--- config.mk ---
export PLATFORM = sky130hd
export DESIGN_NAME = rcap_top
export DESIGN_NICKNAME = d
export VERILOG_FILES = /design/src/verilog/rcap_pkg.sv /design/src/verilog/rcap_sync.sv /design/src/verilog/rcap_top.sv
export SDC_FILE = /design/constraint.sdc
export NUM_CORES = 1
export LEC_CHECK = 0
export BUFFER_PORTS_ARGS = -buffer_cell sky130_fd_sc_hd__buf_2
export CORE_ASPECT_RATIO = 0.6
export CORE_MARGIN = 1
export CORE_UTILIZATION = 39
export CTS_BUF_LIST = sky130_fd_sc_hd__clkbuf_8
export DETAILED_ROUTE_END_ITERATION = 8
export GPL_TIMING_DRIVEN = 0
export PLACE_DENSITY = 0.7
export SETUP_SLACK_MARGIN = 0.15
export SLEW_MARGIN = 40
export SYNTH_ARGS = -nofsm -noshare
export SYNTH_HDL_FRONTEND = slang
export SYNTH_SLANG_ARGS = --single-unit
--- constraint.sdc ---
create_clock -name CLOCK -period 2.9 [get_ports CLOCK]
set_input_delay 0.29 -clock CLOCK [delete_from_list [all_inputs] [get_ports CLOCK]]
set_output_delay 0.29 -clock CLOCK [all_outputs]
set_load 0.1 [all_outputs]
--- src/verilog/rcap_pkg.sv ---
// Shared constants and types of the read-command and address-pointer block.
// Assumes a byte-level serial bus slave on the same clock in front of it.
`default_nettype none
package rcap_pkg;
  // Command classes in the two top bits of the first byte
  localparam logic [1:0] CMD_CONFIG   = 2'h0;
  localparam logic [1:0] CMD_DATA     = 2'h1;
  localparam logic [1:0] CMD_DISPCTRL = 2'h2;
  localparam logic [1:0] CMD_ADDRESS  = 2'h3;
  // Data-command selectors in bits 5-4
  localparam logic [1:0] DSEL_WRITE   = 2'h0;
  localparam logic [1:0] DSEL_WRITE2  = 2'h1;
  localparam logic [1:0] DSEL_READ1   = 2'h2;
  localparam logic [1:0] DSEL_READ3   = 2'h3;
  // Write sub-selectors in bits 1-0
  localparam logic [1:0] WSEL_RTC     = 2'h0;
  localparam logic [1:0] WSEL_AUX     = 2'h3;
  // Read kinds: {group three, bits 1-0}
  localparam logic [2:0] RD_KEY       = 3'h0;
  localparam logic [2:0] RD_AUX       = 3'h1;
  localparam logic [2:0] RD_REMOTE    = 3'h2;
  localparam logic [2:0] RD_IRQ       = 3'h3;
  localparam logic [2:0] RD_RSVD      = 3'h4;
  localparam logic [2:0] RD_CFG       = 3'h5;
  localparam logic [2:0] RD_DISP      = 3'h6;
  localparam logic [2:0] RD_RTC       = 3'h7;
  // Byte counts of the fixed-length reads
  localparam logic [2:0] NB_KEY       = 3'h2;
  localparam logic [2:0] NB_AUX       = 3'h1;
  localparam logic [2:0] NB_REMOTE    = 3'h4;
  localparam logic [2:0] NB_IRQ       = 3'h2;
  localparam logic [2:0] NB_CFG       = 3'h5;
  // Address map
  localparam logic [4:0] DISP_FIRST   = 5'h10;
  localparam logic [4:0] DISP_LAST    = 5'h14;
  localparam logic [3:0] RTC_RESET    = 4'h0;
  localparam int         DISP_DEPTH   = 5;
  // Display control command bits
  localparam int         DC_HOTKEY_BIT = 5;
  localparam logic [1:0] DC_FP_HOTKEY = 2'h2;
  // Filler returned for reserved reads and reads past the end
  localparam logic [7:0] IDLE_BYTE    = 8'hFF;
  // Configuration reset values
  localparam logic [7:0] RST_OUT_FMT  = 8'h2A;
  localparam logic [7:0] RST_DISP_PIN = 8'h03;
  localparam logic [7:0] RST_BRIGHT   = 8'h09;
  localparam logic [7:0] RST_WAKE     = 8'h00;
  // Field positions in the display-and-pin byte
  localparam int         DP_AUX0_DIR  = 3;
  localparam int         DP_AUX1_DIR  = 4;

  typedef struct packed {
    logic [7:0] wake_bank_two;
    logic [7:0] wake_bank_one;
    logic [7:0] brightness;
    logic [7:0] display_pin;
    logic [7:0] out_format;
  } rcap_cfg_type;

  typedef struct packed {
    logic       start;
    logic       stop;
    logic       rx_valid;
    logic [7:0] rx_data;
    logic       tx_req;
    logic       bit_adv;
    logic       nack;
  } rcap_bus_type;
endpackage
`default_nettype wire

--- src/verilog/rcap_sync.sv ---
// Two-flop synchroniser for one asynchronous level.
// Assumes the level may change at any time relative to CLOCK.
`default_nettype none
module rcap_sync (
  // Clock and control
  input  wire logic clk,
  input  wire logic srst,
  input  wire logic clk_en,
  // Level
  input  wire logic async_in,
  output logic      sync_out
);
  logic meta_r;

  always_ff @(posedge clk) begin
    if (srst) begin
      meta_r   <= 1'b0;
      sync_out <= 1'b0;
    end else if (clk_en) begin
      meta_r   <= async_in;
      sync_out <= meta_r;
    end
  end
endmodule
`default_nettype wire

--- src/verilog/rcap_top.sv ---
// Command interpreter and address pointers behind the serial two-wire bus.
// Assumes a byte-level bus slave on CLOCK that matches the slave address,
// delivers received bytes, requests read bytes and clocks their bits out.
// Contract
// (RULE1) First byte after slave address is the command; unaddressed bytes ignored.
// (RULE2) Top bits 01 mean data command; bits 5-4 10/11 select read groups.
// (RULE3) Group one selector 00 returns two key-matrix bytes.
// (RULE4) Group one selector 01 returns aux pin one in bit 7, zero in 6.
// (RULE5) Group one selector 10 returns four remote control bytes.
// (RULE6) Group one selector 11 returns the interrupt status register.
// (RULE7) Group three selector 00 reserved; 01 returns configuration bytes.
// (RULE8) Group three selector 10 reads display memory from display pointer.
// (RULE9) Host sets clock address before reading clock memory.
// (RULE10) After reset: auto-increment, display pointer at 0x10; code takes the mode from the FIXED_ADDR input, which reset does not set.
// (RULE11) One address command then many data bytes, pointer advancing each.
// (RULE12) Data command without address continues from retained pointer.
// (RULE13) Display pointer wraps past the last location back to 0x10.
// (RULE14) Address command 11 plus 5 bits: 00-0F clock, 10-14 display.
// (RULE15) Fixed mode: pointer does not advance between bytes.
// (RULE16) Clock read without address uses held clock pointer.
// (RULE17) Clock write without address uses held clock pointer.
// (RULE18) Display write without address uses held display pointer.
// (RULE19) Up to five configuration bytes, least significant first.
// (RULE20) Second config byte: digits, lamps, aux dirs, irq enable, edges.
// (RULE21) Third config byte: display enable bit 4, dimming bits 3-0.
// (RULE22) Read bytes leave most significant bit first; host acks all but last.
`default_nettype none
module rcap_top (
  // Clock, reset, enable
  input  wire logic                  CLOCK,
  input  wire logic                  SRST,
  input  wire logic                  CLK_EN,
  // Byte link from the bus slave
  input  wire rcap_pkg::rcap_bus_type BUS,
  output logic                       TX_BIT,
  // Addressing mode
  input  wire logic                  FIXED_ADDR,
  // Read sources
  input  wire logic [15:0]           KEY_DATA,
  input  wire logic [31:0]           REMOTE_DATA,
  input  wire logic [15:0]           IRQ_STATUS,
  // Clock register space
  output logic [3:0]                 RTC_ADDR,
  input  wire logic [7:0]            RTC_RDATA,
  output logic                       RTC_WE,
  output logic [3:0]                 RTC_WADDR,
  output logic [7:0]                 RTC_WDATA,
  // Auxiliary pins
  input  wire logic                  AUX_PIN_ZERO_I,
  input  wire logic                  AUX_PIN_ONE_I,
  output logic [1:0]                 AUX_O,
  output logic [1:0]                 AUX_OE,
  // Configuration and display memory
  output rcap_pkg::rcap_cfg_type     CFG,
  output logic [39:0]                DISP_MEM
);
  import rcap_pkg::*;

  typedef enum logic [3:0] {
    ST_IDLE, ST_CMD, ST_CFG, ST_WR_RTC, ST_WR_DISP, ST_WR_AUX, ST_HOTKEY,
    ST_READ, ST_IGNORE
  } rcap_state_type;

  rcap_state_type state_r, state_nxt;
  logic [2:0]     idx_r, idx_nxt;
  logic [2:0]     rd_kind_r, rd_kind_nxt;
  logic [4:0]     disp_ptr_r;
  logic [3:0]     rtc_ptr_r;
  logic [7:0]     shift_r;
  logic [7:0]     disp_mem_r [0:DISP_DEPTH-1];
  rcap_cfg_type   cfg_r;
  logic [1:0]     aux_o_r;
  logic           rtc_we_r;
  logic [3:0]     rtc_waddr_r;
  logic [7:0]     rtc_wdata_r;
  logic           aux0_s;
  logic           aux1_s;

  rcap_sync u_sync_aux0 (
    .clk      (CLOCK),
    .srst     (SRST),
    .clk_en   (CLK_EN),
    .async_in (AUX_PIN_ZERO_I),
    .sync_out (aux0_s)
  );

  rcap_sync u_sync_aux1 (
    .clk      (CLOCK),
    .srst     (SRST),
    .clk_en   (CLK_EN),
    .async_in (AUX_PIN_ONE_I),
    .sync_out (aux1_s)
  );

  // Decode of the incoming byte
  wire [7:0] rx         = BUS.rx_data;
  wire [1:0] rx_class   = rx[7:6];
  wire [1:0] rx_dsel    = rx[5:4];
  wire [1:0] rx_sub     = rx[1:0];
  wire [4:0] rx_addr    = rx[4:0];
  wire       addr_rtc   = (rx_addr < DISP_FIRST);                            // RULE14
  wire       addr_disp  = (rx_addr >= DISP_FIRST) && (rx_addr <= DISP_LAST); // RULE14
  wire       byte_in    = CLK_EN && BUS.rx_valid;
  wire       tx_load    = CLK_EN && BUS.tx_req && (state_r == ST_READ);

  // Pointer advance; fixed mode holds the pointer
  wire       adv        = !FIXED_ADDR;                                      // RULE15
  wire [4:0] disp_inc   = (disp_ptr_r == DISP_LAST) ? DISP_FIRST             // RULE13
                                                     : disp_ptr_r + 5'h01;   // RULE14
  wire [3:0] rtc_inc    = rtc_ptr_r + 4'h1;
  wire [2:0] disp_off   = disp_ptr_r[2:0];
  wire [2:0] idx_inc    = (idx_r == 3'h7) ? idx_r : idx_r + 3'h1;

  wire wr_disp = byte_in && (state_r == ST_WR_DISP);
  wire wr_rtc  = byte_in && (state_r == ST_WR_RTC);
  wire rd_disp = tx_load && (rd_kind_r == RD_DISP);
  wire rd_rtc  = tx_load && (rd_kind_r == RD_RTC);

  // Configuration byte picked by read index, least significant first
  logic [7:0] cfg_byte;
  always_comb begin
    case (idx_r)
      3'h0:    cfg_byte = cfg_r.out_format;                                 // RULE19
      3'h1:    cfg_byte = cfg_r.display_pin;
      3'h2:    cfg_byte = cfg_r.brightness;
      3'h3:    cfg_byte = cfg_r.wake_bank_one;
      3'h4:    cfg_byte = cfg_r.wake_bank_two;
      default: cfg_byte = IDLE_BYTE;
    endcase
  end

  // Next read byte; bytes past a fixed length read as the idle filler
  logic [7:0] rd_byte;
  always_comb begin
    rd_byte = IDLE_BYTE;
    case (rd_kind_r)
      RD_KEY:  if (idx_r < NB_KEY) rd_byte = KEY_DATA[idx_r[0]*8 +: 8];       // RULE3
      RD_AUX:  if (idx_r < NB_AUX) rd_byte = {aux1_s, aux0_s, 6'h00};        // RULE4
      RD_REMOTE: if (idx_r < NB_REMOTE) rd_byte = REMOTE_DATA[idx_r[1:0]*8 +: 8]; // RULE5
      RD_IRQ:  if (idx_r < NB_IRQ) rd_byte = IRQ_STATUS[idx_r[0]*8 +: 8];    // RULE6
      RD_RSVD: rd_byte = IDLE_BYTE;                                           // RULE7
      RD_CFG:  rd_byte = cfg_byte;                                            // RULE7
      RD_DISP: rd_byte = disp_mem_r[disp_off];                                // RULE8
      RD_RTC:  rd_byte = RTC_RDATA;                                           // RULE16
      default: rd_byte = IDLE_BYTE;
    endcase
  end

  // Command and data-byte sequencing
  always_comb begin
    state_nxt   = state_r;
    idx_nxt     = idx_r;
    rd_kind_nxt = rd_kind_r;
    if (CLK_EN) begin
      if (BUS.start) begin
        state_nxt = ST_CMD;                                                   // RULE1
        idx_nxt   = 3'h0;
      end else if (BUS.stop) begin
        state_nxt = ST_IDLE;                                                  // RULE1
      end else if (BUS.nack && state_r == ST_READ) begin
        state_nxt = ST_IGNORE;                                                // RULE22
      end else if (tx_load) begin
        idx_nxt = idx_inc;
      end else if (BUS.rx_valid) begin
        case (state_r)
          ST_CMD: begin
            idx_nxt = 3'h0;
            case (rx_class)
              CMD_CONFIG: state_nxt = ST_CFG;
              CMD_DATA: begin                                                 // RULE2
                case (rx_dsel)
                  DSEL_WRITE: begin
                    case (rx_sub)
                      WSEL_RTC: state_nxt = ST_WR_RTC;                        // RULE17
                      WSEL_AUX: state_nxt = ST_WR_AUX;
                      default:  state_nxt = ST_WR_DISP;                       // RULE18
                    endcase
                  end
                  DSEL_READ1, DSEL_READ3: begin
                    state_nxt   = ST_READ;
                    rd_kind_nxt = {rx_dsel[0], rx_sub};                       // RULE2
                  end
                  default: state_nxt = ST_IGNORE;
                endcase
              end
              CMD_DISPCTRL: begin
                if (rx[DC_HOTKEY_BIT] && rx_sub == DC_FP_HOTKEY) begin
                  state_nxt = ST_HOTKEY;
                end else begin
                  state_nxt = ST_IGNORE;
                end
              end
              default: begin                                                  // RULE11
                if (addr_rtc) begin
                  state_nxt = ST_WR_RTC;
                end else if (addr_disp) begin
                  state_nxt = ST_WR_DISP;
                end else begin
                  state_nxt = ST_IGNORE;
                end
              end
            endcase
          end
          ST_CFG, ST_HOTKEY: begin
            idx_nxt = idx_inc;
            if (idx_r == 3'h1) begin
              state_nxt = ST_IGNORE;
            end
          end
          ST_WR_AUX: state_nxt = ST_IGNORE;
          default:   state_nxt = state_r;
        endcase
      end
    end
  end

  always_ff @(posedge CLOCK) begin
    if (SRST) begin
      state_r   <= ST_IDLE;
      idx_r     <= 3'h0;
      rd_kind_r <= RD_RSVD;
    end else begin
      state_r   <= state_nxt;
      idx_r     <= idx_nxt;
      rd_kind_r <= rd_kind_nxt;
    end
  end

  // Two pointers held apart so each space resumes where it stopped
  always_ff @(posedge CLOCK) begin
    if (SRST) begin
      disp_ptr_r <= DISP_FIRST;                                               // RULE10
      rtc_ptr_r  <= RTC_RESET;
    end else if (CLK_EN) begin
      if (byte_in && state_r == ST_CMD && rx_class == CMD_ADDRESS) begin
        if (addr_rtc) begin
          rtc_ptr_r <= rx_addr[3:0];                                          // RULE14
        end else if (addr_disp) begin
          disp_ptr_r <= rx_addr;                                              // RULE14
        end
      end else if ((wr_disp || rd_disp) && adv) begin
        disp_ptr_r <= disp_inc;                                               // RULE12
      end else if ((wr_rtc || rd_rtc) && adv) begin
        rtc_ptr_r <= rtc_inc;                                                 // RULE11
      end
    end
  end

  // Display memory
  always_ff @(posedge CLOCK) begin
    if (SRST) begin
      for (int i = 0; i < DISP_DEPTH; i++) begin
        disp_mem_r[i] <= 8'h00;
      end
    end else if (CLK_EN && wr_disp) begin
      disp_mem_r[disp_off] <= rx;                                             // RULE18
    end
  end

  // Clock register write port, address captured before the pointer moves
  always_ff @(posedge CLOCK) begin
    if (SRST) begin
      rtc_we_r    <= 1'b0;
      rtc_waddr_r <= RTC_RESET;
      rtc_wdata_r <= 8'h00;
    end else if (CLK_EN) begin
      rtc_we_r <= wr_rtc;
      if (wr_rtc) begin
        rtc_waddr_r <= rtc_ptr_r;                                             // RULE17
        rtc_wdata_r <= rx;
      end
    end
  end

  // Configuration bytes and aux output data
  always_ff @(posedge CLOCK) begin
    if (SRST) begin
      cfg_r.out_format    <= RST_OUT_FMT;
      cfg_r.display_pin   <= RST_DISP_PIN;
      cfg_r.brightness    <= RST_BRIGHT;
      cfg_r.wake_bank_one <= RST_WAKE;
      cfg_r.wake_bank_two <= RST_WAKE;
      aux_o_r             <= 2'h0;
    end else if (CLK_EN && byte_in) begin
      if (state_r == ST_CFG && idx_r == 3'h0) begin
        cfg_r.out_format <= rx;
      end
      if (state_r == ST_CFG && idx_r == 3'h1) begin
        cfg_r.display_pin <= rx;                                              // RULE20
      end
      if (state_r == ST_HOTKEY && idx_r == 3'h0) begin
        cfg_r.wake_bank_one <= rx;
      end
      if (state_r == ST_HOTKEY && idx_r == 3'h1) begin
        cfg_r.wake_bank_two <= rx;
      end
      if (state_r == ST_CMD && rx_class == CMD_DISPCTRL && !rx[DC_HOTKEY_BIT]) begin
        cfg_r.brightness <= {3'h0, rx[4:0]};                                  // RULE21
      end
      if (state_r == ST_WR_AUX) begin
        aux_o_r <= rx[7:6];
      end
    end
  end

  // Read shifter: loaded on request, leaves bit 7 first
  always_ff @(posedge CLOCK) begin
    if (SRST) begin
      shift_r <= IDLE_BYTE;
    end else if (CLK_EN) begin
      if (BUS.tx_req) begin
        shift_r <= tx_load ? rd_byte : IDLE_BYTE;
      end else if (BUS.bit_adv) begin
        shift_r <= {shift_r[6:0], 1'b1};                                      // RULE22
      end
    end
  end

  assign TX_BIT    = shift_r[7];
  assign RTC_ADDR  = rtc_ptr_r;
  assign RTC_WE    = rtc_we_r;
  assign RTC_WADDR = rtc_waddr_r;
  assign RTC_WDATA = rtc_wdata_r;
  assign CFG       = cfg_r;
  assign AUX_O     = aux_o_r;
  assign AUX_OE    = {cfg_r.display_pin[DP_AUX1_DIR], cfg_r.display_pin[DP_AUX0_DIR]};
  assign DISP_MEM  = {disp_mem_r[4], disp_mem_r[3], disp_mem_r[2], disp_mem_r[1],
                      disp_mem_r[0]};
endmodule
`default_nettype wire

==> reports/metrics.cfg <==
[critical_path]
critPathLaunchType=register
regToRegSetupSlack_ns=0.28
cp_top_family=simple AND/OR/NAND/NOR gates
cp_cell_sequence=clkbuf_2 -> nand4b_1 -> or3_1 -> or3b_1 -> buf_2 -> nor2_1
crit_required_ns=2.98
rr_startpoint=state_r[2]
max_stage_delay_ns=0.60
crit_cells=6
r2r_cells=6
cp_max_fo=9
r2r-end=disp_mem_r[7][6]
endpoint_kind=register
crit_buf_inv=2
crit_type=reg -> reg
cp-endpoint=disp_mem_r[7][6]
critPathArrivalTime_ns=2.70
worstSetupStartpoint=state_r[2]
crit_slowest_cell=nor2_1

[detailed_routing]
ant_nets=0
wl_per_cell_um=22.3
first_iter_violations=860
first_pass_iters=5
drc=0
vias=7445
viasPerCell=5.81
wl_um=28500

[power_and_ir_drop]
pwr-share-comb_pct=12.2
ir_drop_mv=0.261
p_int_mw=3.04
clockPowerShare_pct=36.1
p_sw_share_pct=30.1
p_leak_nw=3.86
power.share.sequential_pct=51.7
power_mw=4.35
powerDensity_nw_per_um2=453
switchingPower_mw=1.31

[floorplan]
fp.dieW_um=186
io_pins=194
rows=39
die_h_um=112
design.die.area_sq_um=20900
initial_utilization_pct=40.7
core-area_sq_um=19400

[timing]
holdWs_ns=0.0595
setup-tns-final_ns=0
period_share_pct=90.4
max_freq_mhz=382
timing.slew.headroom_pct=42.6
fin_ws_ns=0.279
drv_slew=0
worstMarginPinSlew_ns=0.861
hold_viol=0
fin_worst_skew_ns=0.0212
finalCriticalPeriod_ns=2.62
rsz0062_at_grt=yes
finalSetupViolCount=0

[global_routing]
antenna_found_initial=3
grt_pass1_vias=6837
use_met2_pct=37.5
grt_pass1_wl_um=41400
grt_max_degree=17
met3_usage_pct=10.2
grt_overflow=0
grt_use_total_pct=27.2
grt_use_met1_pct=39.9
grt_busiest_layer=met1

[placement]
gp_congestion=0.929
hpwl_um=21600
io_buffer_count=188
preCtsSetupSlack_ns=-0.276

[clock_tree]
root_buffer=clkbuf_8
cts_max_level=4
insertion_delay_ns=0.46
postCtsHoldBufs=0
clockBufferDepth=2
cts_buffers=17
cts.sinks=150
clk_pin_slew_ns=0.10
cts_tree=built

[synth]
synth_edf_count=64
yosys_warnings=0
synth_ff_type=dfxtp_1
ys_types=79
synth-async-reset-ratio_pct=0
avgSynthCellArea_sq_um=9.98
yosysSeqAreaShare_pct=46.1
netlist_instances=792
synth_seq_cells=150
syn-cell-area_sq_um=7900

[cells_and_area]
final_nets=1103
area_growth_pct=21.6
multi_input_area_sq_um=3890
drive_above_1_share_pct=29.9
seq_area_sq_um=3640
fillerInstances=1860

[status]
status=finished clean

[job]
maxCapViolCount=0

[min_path]
hold_class=in -> reg

==> layout by cell type (no fill, tap or decap), types with 18 or more instances in the layout <==
| master | synthesis | routed |
|---|---|---|
| nand3_1 | 28 | 28 |
| mux2i_1 | 42 | 42 |
| buf_2 | 19 | 206 |
| inv_1 | 17 | 18 |
| nor3_1 | 19 | 19 |
| edfxtp_1 | 64 | 64 |
| clkbuf_1 | 36 | 33 |
| and2_1 | 28 | 28 |
| nand2_1 | 78 | 77 |
| o21ai_0 | 27 | 24 |
| dfxtp_1 | 86 | 85 |
| nor2_1 | 47 | 46 |
| a21oi_1 | 62 | 62 |
==> repair_timing <==
| action | CTS | global route |
|---|---|---|
| cloned | 0 | 0 |
| hold endpoints to repair | 0 | 0 |
| gates resized for setup | 6 | 11 |
| setup buffers | 0 | 2 |
| pin swaps | 1 | 2 |
| setup endpoints to repair | 29 | 48 |
==> registers in the layout, summed over array words and instances (netlist names), 3 cells and up, named ones only <==
signal	count
shift_r	8
RTC_WADDR	4
state_r	4
disp_ptr_r	5
RTC_WDATA	8
RTC_ADDR	4
disp_mem_r	64
idx_r	3
rd_kind_r	3
CFG	35
==> per-layer routing <==
metal  routed length, um  part of all wire (%)
met5                  13                 0.046
met4                 379                   1.3
met3                3830                    13
met2               11500                    40
met1               12800                    45
==> cells by family (layout without fill, tap and decap cells) <==
| logic type | after synthesis | after routing | synth area share, % |
|---|---|---|---|
| compound gates | 190 | 190 | 16.0 |
| other cells | 1 | 4 | 0.0475 |
| flops | 150 | 150 | 46.1 |
| mux | 76 | 76 | 12.6 |
| fa+ha+maj | 9 | 9 | 1.43 |
| simple gates | 276 | 276 | 18.5 |
| xor+xnor | 1 | 1 | 0.111 |
| buf+inv | 89 | 310 | 5.11 |
==> metrics by stage <==
| stage | std cells | util, % | instance area [sq um] |
|---|---|---|---|
| after CTS | 1280 | 49.2 | 9560 |
| after global routing | 1281 | 49.5 | 9610 |
| final | 1282 | 49.5 | 9610 |
| after detailed placement | 1248 | 47.3 | 9180 |
| after floorplan | 794 | - | 7910 |
| after global placement | 1248 | 47.3 | 9180 |
==> worst min-delay path: cells and delay by family <==
kind                   cells  cell delay, ns
buffers and inverters      1            0.08
AND/OR/NAND/NOR            1            0.07
multiplexers               1            0.05
==> power by group through the flow <==
stage	clock network [mW]	registers (mW)	logic [mW]
floorplan	0	2.46	0.174
global placement	0	2.30	0.513
detailed placement	0	2.30	0.517
CTS	1.57	2.25	0.520
global route	1.66	2.26	0.556
finish	1.57	2.25	0.532
==> final cells by class <==
class,instances,area share (%)
diodes,1,0.0260
plain buffers,68,3.53
clock buffers,17,2.44
clock inverters,15,1.33
inverters,20,0.820
multi-input cells,555,40.5
flip-flops and latches,150,37.9
well taps,266,3.46
repair buffers,190,9.95
==> cell usage after synthesis, types with 9 or more instances <==
library cell,n,area (sq um)
nor4_1,10,62.6
nor3_1,19,95.1
mux2i_1,42,420
a211o_1,9,78.8
ha_1,9,113
buf_2,19,95.1
and2_1,28,175
nand3_1,28,140
clkbuf_1,36,135
inv_1,17,63.8
dfxtp_1,86,1720
nand3b_1,10,75.1
nand2_1,78,293
o211ai_1,12,90.1
o21ai_0,27,135
nor2_1,47,176
mux4_2,12,270
nand2b_1,11,68.8
a211oi_1,9,67.6
a21oi_1,62,310
edfxtp_1,64,1920
mux2_2,18,203
==> how the worst min path moves through the flow <==
stage | start | depth (start not counted) | endpoint | slack (ns)
detailed placement | RTC_WDATA[1] | 2 | RTC_WDATA[1] | 0.45
global placement | RTC_WADDR[3] | 2 | RTC_WADDR[3] | 0.44
finish | AUX_PIN_ZERO_I | 3 | u_sync_aux0.meta_r | 0.06
floorplan | BUS[3] | 0 | disp_mem_r[5][0] | 0.39
CTS | BUS[3] | 1 | disp_mem_r[7][0] | 0.03
global route | BUS[7] | 1 | disp_mem_r[6][4] | 0.05
(Power assumes the default switching activity.)
